File: src/hw/lhc_pkg.sv
package lhc_pkg;
  localparam logic [7:0] CMD_CSHAPE    = 8'h5d;
  localparam logic [7:0] CMD_CSTEP     = 8'h4c;
  localparam logic [7:0] CMD_CSTEP_MSK = 8'hfc;
  localparam logic [7:0] CMD_LMERGE    = 8'h5b;
  localparam logic [7:0] CMD_GLYPH     = 8'h5c;
  localparam logic [7:0] CMD_PSCROLL   = 8'h5a;
  localparam logic [7:0] CMD_CLOAD     = 8'h46;
  localparam logic [7:0] CMD_CFETCH    = 8'h47;
  localparam logic [7:0] CMD_DEPTH     = 8'h60;
  localparam logic [7:0] CMD_IDENT     = 8'h61;
  localparam logic [7:0] CMD_SYNTH     = 8'h62;
  localparam logic [7:0] CMD_PANEL     = 8'h63;
  localparam logic [7:0] REG_CURSOR_WIDTH  = 8'h15;
  localparam logic [7:0] REG_CURSOR_HEIGHT = 8'h16;
  localparam logic [7:0] REG_CURSOR_STEP   = 8'h17;
  localparam logic [7:0] REG_LAYER_OVERLAY = 8'h18;
  localparam logic [7:0] MASK_NONE     = 8'hff;
  localparam logic [7:0] MASK_LOW_NIB  = 8'h0f;
  localparam logic [7:0] MASK_HEIGHT   = 8'h8f;
  localparam logic [7:0] MASK_OVERLAY  = 8'h1f;
  localparam logic [7:0] MASK_HIGH7    = 8'h7f;
  localparam logic [7:0] MASK_SCROLL   = 8'h87;
  localparam logic [7:0] MASK_DEPTH    = 8'h03;
  localparam logic [7:0] MASK_PANEL    = 8'hf7;
  localparam logic [1:0] IDX_P1   = 2'h0;
  localparam logic [1:0] IDX_P2   = 2'h1;
  localparam logic [1:0] IDX_P3   = 2'h2;
  localparam logic [1:0] IDX_DONE = 2'h3;
  localparam logic [1:0] OP_CMD   = 2'h0;
  localparam logic [1:0] OP_PARAM = 2'h1;
  localparam logic [1:0] OP_READ  = 2'h2;
  localparam logic [7:0] APB_OFS_OP     = 8'h00;
  localparam logic [7:0] APB_OFS_STATUS = 8'h04;

  // reserved-zero positions of each parameter byte; a zero bit is never driven or stored
  function automatic logic [7:0] param_mask(input logic [7:0] cmd, input logic [1:0] idx);
    param_mask = MASK_NONE;
    unique case (cmd)
      CMD_CSHAPE:  param_mask = (idx == IDX_P1) ? MASK_LOW_NIB : MASK_HEIGHT;
      CMD_LMERGE:  param_mask = MASK_OVERLAY;
      CMD_GLYPH:   param_mask = (idx == IDX_P1) ? MASK_NONE : MASK_HIGH7;
      CMD_CLOAD:   param_mask = (idx == IDX_P1) ? MASK_NONE : MASK_HIGH7;
      CMD_PSCROLL: param_mask = MASK_SCROLL;
      CMD_DEPTH:   param_mask = MASK_DEPTH;
      CMD_SYNTH:   param_mask = (idx == IDX_P3) ? MASK_HIGH7 : MASK_NONE;
      CMD_PANEL:   param_mask = MASK_PANEL;
      default:     param_mask = MASK_NONE;
    endcase
  endfunction
endpackage

File: src/hw/lhc_link_if.sv
`timescale 1ns/100ps
interface lhc_link_if;
  logic       wr_en;
  logic       a0;
  logic [7:0] wdata;
  logic       rd_en;
  logic [7:0] rdata;
  logic       rvalid;

  modport dev (
    input  wr_en,
    input  a0,
    input  wdata,
    input  rd_en,
    output rdata,
    output rvalid
  );

  modport host (
    output wr_en,
    output a0,
    output wdata,
    output rd_en,
    input  rdata,
    input  rvalid
  );
endinterface

File: src/hw/lhc_device.sv
// What this block does
// - cursor shape byte one sets width nibble
// - byte two sets style bit, height nibble
// - step commands copy low bits to direction
// - merge parameter bit 4 selects three layers
// - merge bits 3-2 select block display modes
// - merge bits 1-0 select layer mixing method
// - glyph base: low byte, then seven bits
// - scroll: update enable, amount, zeros between
// - cursor load: low byte, then seven bits
// - cursor fetch returns low, then seven bits
// - depth parameter low two bits select depth
// - identity command returns one fixed byte
// - synthesizer takes three packed field bytes
// - panel setup: polarities, zero, three options
//
// The APB slave port is this design's own decision.
`timescale 1ns/100ps
module lhc_device #(
  parameter logic [7:0] IDENT_CODE = 8'ha5  // arbitrary value
) (
  input  wire logic       CLK,
  input  wire logic       RST_N,
  lhc_link_if.dev         lnk,
  output logic [7:0]      CURSOR_WIDTH,
  output logic [7:0]      CURSOR_HEIGHT_AND_MODE,
  output logic [7:0]      CURSOR_STEP_DIRECTION,
  output logic [7:0]      LAYER_OVERLAY_CONTROL,
  output logic [14:0]     GLYPH_BASE,
  output logic            SCROLL_UPDATE_EN,
  output logic [2:0]      SCROLL_AMOUNT,
  output logic [14:0]     CURSOR_ADDR,
  output logic [1:0]      DEPTH_SELECT,
  output logic [3:0]      SYNTH_OUT_RATIO,
  output logic [3:0]      SYNTH_IN_RATIO,
  output logic [3:0]      SYNTH_RANGE_SEL,
  output logic [3:0]      SYNTH_MULT,
  output logic [1:0]      SYNTH_VCO_SEL,
  output logic [4:0]      SYNTH_CTRL_FIELD,
  output logic            VERT_SYNC_POL,
  output logic            HORIZ_SYNC_POL,
  output logic            DATA_EN_POL,
  output logic            PIXCLK_POL,
  output logic [2:0]      PANEL_OPTIONS
);
  logic [7:0] cmd;
  logic [1:0] pidx;
  logic       cmd_wr;
  logic       par_wr;
  logic [7:0] pbyte;

  assign cmd_wr = lnk.wr_en && lnk.a0;
  assign par_wr = lnk.wr_en && !lnk.a0;
  assign pbyte  = lnk.wdata & lhc_pkg::param_mask(cmd, pidx);

  function automatic logic hit(input logic [7:0] code, input logic [1:0] idx);
    hit = par_wr && (cmd == code) && (pidx == idx);
  endfunction

  // a fresh command always rewinds; the count stops once past the last byte
  always_ff @(posedge CLK) begin
    if (!RST_N) begin
      cmd  <= 8'h00;
      pidx <= lhc_pkg::IDX_P1;
    end else if (cmd_wr) begin
      cmd  <= lnk.wdata;
      pidx <= lhc_pkg::IDX_P1;
    end else if ((par_wr || lnk.rd_en) && pidx != lhc_pkg::IDX_DONE) begin
      pidx <= pidx + 2'h1;
    end
  end

  always_ff @(posedge CLK) begin
    if (!RST_N) begin
      CURSOR_WIDTH           <= 8'h00;
      CURSOR_HEIGHT_AND_MODE <= 8'h00;
    end else begin
      if (hit(lhc_pkg::CMD_CSHAPE, lhc_pkg::IDX_P1)) begin
        CURSOR_WIDTH <= pbyte;
      end
      if (hit(lhc_pkg::CMD_CSHAPE, lhc_pkg::IDX_P2)) begin
        CURSOR_HEIGHT_AND_MODE <= pbyte;
      end
    end
  end

  always_ff @(posedge CLK) begin
    if (!RST_N) begin
      CURSOR_STEP_DIRECTION <= 8'h00;
    end else if (cmd_wr && (lnk.wdata & lhc_pkg::CMD_CSTEP_MSK) == lhc_pkg::CMD_CSTEP) begin
      CURSOR_STEP_DIRECTION <= lnk.wdata & ~lhc_pkg::CMD_CSTEP_MSK;
    end
  end

  // overlay, block modes and mix method share one byte
  always_ff @(posedge CLK) begin
    if (!RST_N) begin
      LAYER_OVERLAY_CONTROL <= 8'h00;
    end else if (hit(lhc_pkg::CMD_LMERGE, lhc_pkg::IDX_P1)) begin
      LAYER_OVERLAY_CONTROL <= pbyte;
    end
  end

  always_ff @(posedge CLK) begin
    if (!RST_N) begin
      GLYPH_BASE <= 15'h0000;
    end else begin
      if (hit(lhc_pkg::CMD_GLYPH, lhc_pkg::IDX_P1)) begin
        GLYPH_BASE[7:0] <= pbyte;
      end
      if (hit(lhc_pkg::CMD_GLYPH, lhc_pkg::IDX_P2)) begin
        GLYPH_BASE[14:8] <= pbyte[6:0];
      end
    end
  end

  always_ff @(posedge CLK) begin
    if (!RST_N) begin
      SCROLL_UPDATE_EN <= 1'b0;
      SCROLL_AMOUNT    <= 3'h0;
    end else if (hit(lhc_pkg::CMD_PSCROLL, lhc_pkg::IDX_P1)) begin
      SCROLL_UPDATE_EN <= pbyte[7];
      SCROLL_AMOUNT    <= pbyte[2:0];
    end
  end

  // half-written address is visible between the two bytes; no shadow copy
  always_ff @(posedge CLK) begin
    if (!RST_N) begin
      CURSOR_ADDR <= 15'h0000;
    end else begin
      if (hit(lhc_pkg::CMD_CLOAD, lhc_pkg::IDX_P1)) begin
        CURSOR_ADDR[7:0] <= pbyte;
      end
      if (hit(lhc_pkg::CMD_CLOAD, lhc_pkg::IDX_P2)) begin
        CURSOR_ADDR[14:8] <= pbyte[6:0];
      end
    end
  end

  always_ff @(posedge CLK) begin
    if (!RST_N) begin
      DEPTH_SELECT <= 2'h0;
    end else if (hit(lhc_pkg::CMD_DEPTH, lhc_pkg::IDX_P1)) begin
      DEPTH_SELECT <= pbyte[1:0];
    end
  end

  always_ff @(posedge CLK) begin
    if (!RST_N) begin
      SYNTH_OUT_RATIO  <= 4'h0;
      SYNTH_IN_RATIO   <= 4'h0;
      SYNTH_RANGE_SEL  <= 4'h0;
      SYNTH_MULT       <= 4'h0;
      SYNTH_VCO_SEL    <= 2'h0;
      SYNTH_CTRL_FIELD <= 5'h00;
    end else begin
      if (hit(lhc_pkg::CMD_SYNTH, lhc_pkg::IDX_P1)) begin
        SYNTH_OUT_RATIO <= pbyte[7:4];
        SYNTH_IN_RATIO  <= pbyte[3:0];
      end
      if (hit(lhc_pkg::CMD_SYNTH, lhc_pkg::IDX_P2)) begin
        SYNTH_RANGE_SEL <= pbyte[7:4];
        SYNTH_MULT      <= pbyte[3:0];
      end
      if (hit(lhc_pkg::CMD_SYNTH, lhc_pkg::IDX_P3)) begin
        SYNTH_VCO_SEL    <= pbyte[6:5];
        SYNTH_CTRL_FIELD <= pbyte[4:0];
      end
    end
  end

  always_ff @(posedge CLK) begin
    if (!RST_N) begin
      VERT_SYNC_POL  <= 1'b0;
      HORIZ_SYNC_POL <= 1'b0;
      DATA_EN_POL    <= 1'b0;
      PIXCLK_POL     <= 1'b0;
      PANEL_OPTIONS  <= 3'h0;
    end else if (hit(lhc_pkg::CMD_PANEL, lhc_pkg::IDX_P1)) begin
      VERT_SYNC_POL  <= pbyte[7];
      HORIZ_SYNC_POL <= pbyte[6];
      DATA_EN_POL    <= pbyte[5];
      PIXCLK_POL     <= pbyte[4];
      PANEL_OPTIONS  <= pbyte[2:0];
    end
  end

  // reads outside a fetch or identity sequence answer zero rather than stall
  always_ff @(posedge CLK) begin
    if (!RST_N) begin
      lnk.rdata  <= 8'h00;
      lnk.rvalid <= 1'b0;
    end else begin
      lnk.rvalid <= lnk.rd_en;
      if (lnk.rd_en) begin
        if (cmd == lhc_pkg::CMD_CFETCH && pidx == lhc_pkg::IDX_P1) begin
          lnk.rdata <= CURSOR_ADDR[7:0];
        end else if (cmd == lhc_pkg::CMD_CFETCH && pidx == lhc_pkg::IDX_P2) begin
          lnk.rdata <= {1'b0, CURSOR_ADDR[14:8]};
        end else if (cmd == lhc_pkg::CMD_IDENT && pidx == lhc_pkg::IDX_P1) begin
          lnk.rdata <= IDENT_CODE;
        end else begin
          lnk.rdata <= 8'h00;
        end
      end
    end
  end
endmodule

File: src/flat_wrapper.sv
// flat-port wrapper written by rule: the top's interface ports become plain ports
module lhc_device_flat 
#(
  parameter logic [7:0] IDENT_CODE = 8'ha5                    
)
  (CLK, RST_N, CURSOR_WIDTH, CURSOR_HEIGHT_AND_MODE, CURSOR_STEP_DIRECTION, LAYER_OVERLAY_CONTROL, GLYPH_BASE, SCROLL_UPDATE_EN, SCROLL_AMOUNT, CURSOR_ADDR, DEPTH_SELECT, SYNTH_OUT_RATIO, SYNTH_IN_RATIO, SYNTH_RANGE_SEL, SYNTH_MULT, SYNTH_VCO_SEL, SYNTH_CTRL_FIELD, VERT_SYNC_POL, HORIZ_SYNC_POL, DATA_EN_POL, PIXCLK_POL, PANEL_OPTIONS, lnk_wr_en, lnk_a0, lnk_wdata, lnk_rd_en, lnk_rdata, lnk_rvalid);
  lhc_link_if lnk_i ();
  input  wire logic CLK;
  input  wire logic RST_N;
  output logic [7:0] CURSOR_WIDTH;
  output logic [7:0] CURSOR_HEIGHT_AND_MODE;
  output logic [7:0] CURSOR_STEP_DIRECTION;
  output logic [7:0] LAYER_OVERLAY_CONTROL;
  output logic [14:0] GLYPH_BASE;
  output logic SCROLL_UPDATE_EN;
  output logic [2:0] SCROLL_AMOUNT;
  output logic [14:0] CURSOR_ADDR;
  output logic [1:0] DEPTH_SELECT;
  output logic [3:0] SYNTH_OUT_RATIO;
  output logic [3:0] SYNTH_IN_RATIO;
  output logic [3:0] SYNTH_RANGE_SEL;
  output logic [3:0] SYNTH_MULT;
  output logic [1:0] SYNTH_VCO_SEL;
  output logic [4:0] SYNTH_CTRL_FIELD;
  output logic VERT_SYNC_POL;
  output logic HORIZ_SYNC_POL;
  output logic DATA_EN_POL;
  output logic PIXCLK_POL;
  output logic [2:0] PANEL_OPTIONS;
  input wire logic [$bits(lnk_i.wr_en)-1:0] lnk_wr_en;
  input wire logic [$bits(lnk_i.a0)-1:0] lnk_a0;
  input wire logic [$bits(lnk_i.wdata)-1:0] lnk_wdata;
  input wire logic [$bits(lnk_i.rd_en)-1:0] lnk_rd_en;
  output wire logic [$bits(lnk_i.rdata)-1:0] lnk_rdata;
  output wire logic [$bits(lnk_i.rvalid)-1:0] lnk_rvalid;
  assign lnk_i.wr_en = lnk_wr_en;
  assign lnk_i.a0 = lnk_a0;
  assign lnk_i.wdata = lnk_wdata;
  assign lnk_i.rd_en = lnk_rd_en;
  assign lnk_rdata = lnk_i.rdata;
  assign lnk_rvalid = lnk_i.rvalid;
  lhc_device #(.IDENT_CODE(IDENT_CODE)) u_core (.CLK(CLK), .RST_N(RST_N), .lnk(lnk_i), .CURSOR_WIDTH(CURSOR_WIDTH), .CURSOR_HEIGHT_AND_MODE(CURSOR_HEIGHT_AND_MODE), .CURSOR_STEP_DIRECTION(CURSOR_STEP_DIRECTION), .LAYER_OVERLAY_CONTROL(LAYER_OVERLAY_CONTROL), .GLYPH_BASE(GLYPH_BASE), .SCROLL_UPDATE_EN(SCROLL_UPDATE_EN), .SCROLL_AMOUNT(SCROLL_AMOUNT), .CURSOR_ADDR(CURSOR_ADDR), .DEPTH_SELECT(DEPTH_SELECT), .SYNTH_OUT_RATIO(SYNTH_OUT_RATIO), .SYNTH_IN_RATIO(SYNTH_IN_RATIO), .SYNTH_RANGE_SEL(SYNTH_RANGE_SEL), .SYNTH_MULT(SYNTH_MULT), .SYNTH_VCO_SEL(SYNTH_VCO_SEL), .SYNTH_CTRL_FIELD(SYNTH_CTRL_FIELD), .VERT_SYNC_POL(VERT_SYNC_POL), .HORIZ_SYNC_POL(HORIZ_SYNC_POL), .DATA_EN_POL(DATA_EN_POL), .PIXCLK_POL(PIXCLK_POL), .PANEL_OPTIONS(PANEL_OPTIONS));
endmodule
File: config.mk
export PLATFORM = sky130hd
export DESIGN_NAME = lhc_device_flat
export DESIGN_NICKNAME = d
export VERILOG_FILES = /design/src/hw/lhc_pkg.sv /design/src/hw/lhc_link_if.sv /design/src/hw/lhc_device.sv /design/src/flat_wrapper.sv
export SDC_FILE = /design/constraint.sdc
export NUM_CORES = 1
export LEC_CHECK = 0
export BUFFER_PORTS_ARGS = -buffer_cell sky130_fd_sc_hd__buf_2
export CAP_MARGIN = 20
export CORE_ASPECT_RATIO = 1.5
export CORE_MARGIN = 2
export CORE_UTILIZATION = 45
export DETAILED_ROUTE_END_ITERATION = 8
export PLACE_DENSITY = 0.81
export SLEW_MARGIN = 20
export SYNTH_ARGS = -nofsm -noshare
export SYNTH_HDL_FRONTEND = slang
export SYNTH_SLANG_ARGS = --single-unit
File: constraint.sdc
create_clock -name CLK -period 1.75 [get_ports CLK]
set_input_delay 0.35 -clock CLK [delete_from_list [all_inputs] [get_ports CLK]]
set_output_delay 0.35 -clock CLK [all_outputs]
set_load 0.03 [all_outputs]
==> metrics.yaml <==
synthesis:
  synth_cells: 460
  synthArstFlopShare_pct: 0
  synth-main-ff-cell: "dfxtp_1"
  yosysTopAreaCell: "dfxtp_1"
  yosys-top-cells-area: "dfxtp_1, mux2i_1, nor2_1"
  ys_seq_area_share_pct: 49.48
  netlist_area_sq_um: 4491
  yosysTopAreaCellShare_pct: 49.48
  avgSynthCellArea_sq_um: 9.762
  synth_edf_count: 0
  yosysUniqueCellTypes: 49
  synth-seq-cells: 111
  yosysWarnings: 0
sta:
  fin_skew_ns: 0.007690
  final.period_utilization_pct: 95.71
  setup_viol: 0
  rsz0062_at_grt: "yes"
  fmax_ghz: 0.5970
  hold_violations: 0
  worst_slew_pin_slew_ns: 0.6546
  min_period_ns: 1.675
  slew_headroom_pct: 56.22
  final-max-slew-violation-count: 0
flow_run:
  cap_viol_max_count: 0
clock_network:
  htreeDepth: 3
  clock_sinks: 111
  ctsHoldBuffers: 0
  worstSkewPairLatency_ns: 0.35
  post_cts_buffers: 0
  clkTransAtPathRegs_ns: 0.07
  cts_tree: "yes"
  numCtsBuffers: 9
  cts_root_buf: "clkbuf_16"
  clock_path_buffers: 2
worst_setup_path:
  start_kind: "flip-flop"
  required_ns: 1.98
  path_class: "flip-flop to flip-flop"
  r2r_slack_ns: 0.08
  critPathCaptureType: "flip-flop"
  critPathMaxFanout: 8
  critPathArrivalTime_ns: 1.90
routing:
  wl_per_cell_microns: 17.16
  drt_iter0_markers: 336
  final_antenna_net_count: 0
  wirelength_microns: 11950
  vias: 3844
  drc: 0
  vias_per_cell: 5.523
  drt-pass1-iter-count: 6
floorplanning:
  pin_count: 120
  initial_core_util_pct: 46.35
  die_h_microns: 126.3
  fp.dieW_microns: 85.57
  core_area_sq_um: 9689
  rows: 44
  dieArea_sq_um: 10810
placed_design:
  hpwl_microns: 8630
  io_buffer_count: 113
  placed_cells: 680
  gp_congestion: 0.9307
pwr:
  p_switching_mw: 1.145
  clkPwrFrac_pct: 42.5
  internal_power_mw: 3.903
  switching_share_pct: 22.69
  p_seq_share_pct: 50.9
  p_leak_nw: 2.951
  power_density_nw_per_um2: 904.6
  peakVddDrop_mv: 0.7777
  p_comb_share_pct: 6.6
min_path:
  hold_class: "primary input to flip-flop"
global_routing:
  grt.busiest_layer: "met2"
  grtUsageTotal_pct: 21.98
  grt_util_met1_pct: 25.28
  grt_pass1_wl_microns: 18680
  grt_max_degree: 61
  grt_pass1_vias: 3621
  use_met3_pct: 3.904
  antenna_found_initial: 0
  grt_remaining_overflow: 0
  met2_usage_pct: 39.29
final_layout:
  finalNetCount: 593
  final_common_cell: "buf_2"
  area_growth_pct: 24.27
  ff_latch_area_sq_um: 2225
  layoutNonFillerInstCount: 696
  num_antenna_cells: 0
  multi_input_area_sq_um: 2059
  fill_cells: 847
  mostFrequentLayoutCells: "buf_2, dfxtp_1, nor2_1, mux2i_1, nand2_1"
  drive_gt1_share_pct: 30.81
  finish.utilization_pct: 57.59
run_status:
  outcome: "completed"
==> state kept, by name (all words and copies together), names as in the netlist, 3 cells and up <==
name                           count
u_core.CURSOR_ADDR                15
u_core.CURSOR_HEIGHT_AND_MODE      8
u_core.CURSOR_WIDTH                8
u_core.GLYPH_BASE                 15
u_core.LAYER_OVERLAY_CONTROL       8
u_core.PANEL_OPTIONS               3
u_core.SCROLL_AMOUNT               3
u_core.SYNTH_CTRL_FIELD            5
u_core.SYNTH_IN_RATIO              4
u_core.SYNTH_MULT                  4
u_core.SYNTH_OUT_RATIO             4
u_core.SYNTH_RANGE_SEL             4
u_core.cmd                         8
u_core.lnk.rdata                   8
==> Yosys cell counts, drive strengths merged, types with 3 or more instances <==
| cell type | count |
|---|---|
| a21oi | 17 |
| a221oi | 4 |
| a31oi | 6 |
| and2 | 3 |
| and3 | 11 |
| and3b | 5 |
| and4 | 3 |
| buf | 20 |
| clkbuf | 19 |
| dfxtp | 111 |
| ha | 4 |
| inv | 12 |
| mux2i | 66 |
| nand2 | 33 |
| nand3 | 19 |
| nand4 | 14 |
| nor2 | 72 |
| o21ai | 12 |
| o221ai | 3 |
==> final timing paths <==
kind | startpoint | endpoint | depth (start not counted)
hold reg to reg | u_core.CURSOR_WIDTH[3] | u_core.CURSOR_WIDTH[3] | 2
hold / removal | lnk_wdata[4] | u_core.cmd[4] | 3
setup / recovery | u_core.cmd[1] | u_core.CURSOR_ADDR[12] | 5
setup reg to reg | u_core.cmd[1] | u_core.CURSOR_ADDR[12] | 5
==> metrics by stage <==
step | instance area, sq um | setup slack (ns) | power (mW) | hold slack, ns | setup TNS, ns
global route | 5580 | -0.02201 | 5.208 | 0.2665 | -0.02995
global placement | 5211 | 0.04551 | 2.936 | 0.4400 | 0
detailed placement | 5211 | -0.01452 | 2.945 | 0.4494 | -0.02565
CTS | 5537 | -0.02435 | 5.071 | 0.2629 | -0.1146
finish | 5580 | 0.07507 | 5.048 | 0.2694 | 0
floorplan | 4509 | 0.1110 | 2.835 | 0.4621 | 0
==> cells by family after synthesis <==
| group | synth area share, % |
|---|---|
| other | 0.08351 |
| muxes | 14.71 |
| AOI/OAI and AO/OA | 7.272 |
| and+or+nand+nor | 21.07 |
| xor gates and xnor gates | 0.1951 |
| buffers and inverters | 6.074 |
| adders and majority gates | 1.115 |
| DFF | 49.48 |
==> area by class of cell <==
| cell class | count | area share (%) |
|---|---|---|
| clock buffer | 10 | 4.103 |
| clock inverter | 6 | 1.525 |
| inverter | 12 | 0.8072 |
| multi-input combinational | 303 | 36.91 |
| sequential | 111 | 39.87 |
| tap | 115 | 2.578 |
| timing repair buffer | 139 | 14.22 |
==> per-layer routing <==
| metal | share of wire (%) | vias to the layer above |
|---|---|---|
| li1 | - | 1804 |
| met1 | 39 | 1885 |
| met2 | 53 | 134 |
| met3 | 5.2 | 21 |
| met4 | 2.7 | 0 |
| met5 | 0 | - |
==> critical path: stages (launching register included) <==
cell     delay [ns]
dfxtp_1        0.41
nor2b_2        0.36
buf_4          0.20
nand4_2        0.28
mux2i_1        0.25
nor2_1         0.06
==> power groups by stage <==
| stage | Sequential (mW) | Clock [mW] | Combinational [mW] |
|---|---|---|---|
| after CTS | 2.57 | 2.18 | 0.324 |
| after global routing | 2.57 | 2.28 | 0.359 |
| after detailed placement | 2.62 | 0 | 0.320 |
| after global placement | 2.62 | 0 | 0.313 |
| final | 2.57 | 2.14 | 0.334 |
| after floorplan | 2.64 | 0 | 0.197 |
==> timing repair <==
action,4_1_cts,5_1_grt
pin swaps,0,3
gates resized for setup,3,13
endpoints found under the setup margin,17,80
Power figures use the tool's default switching activity.
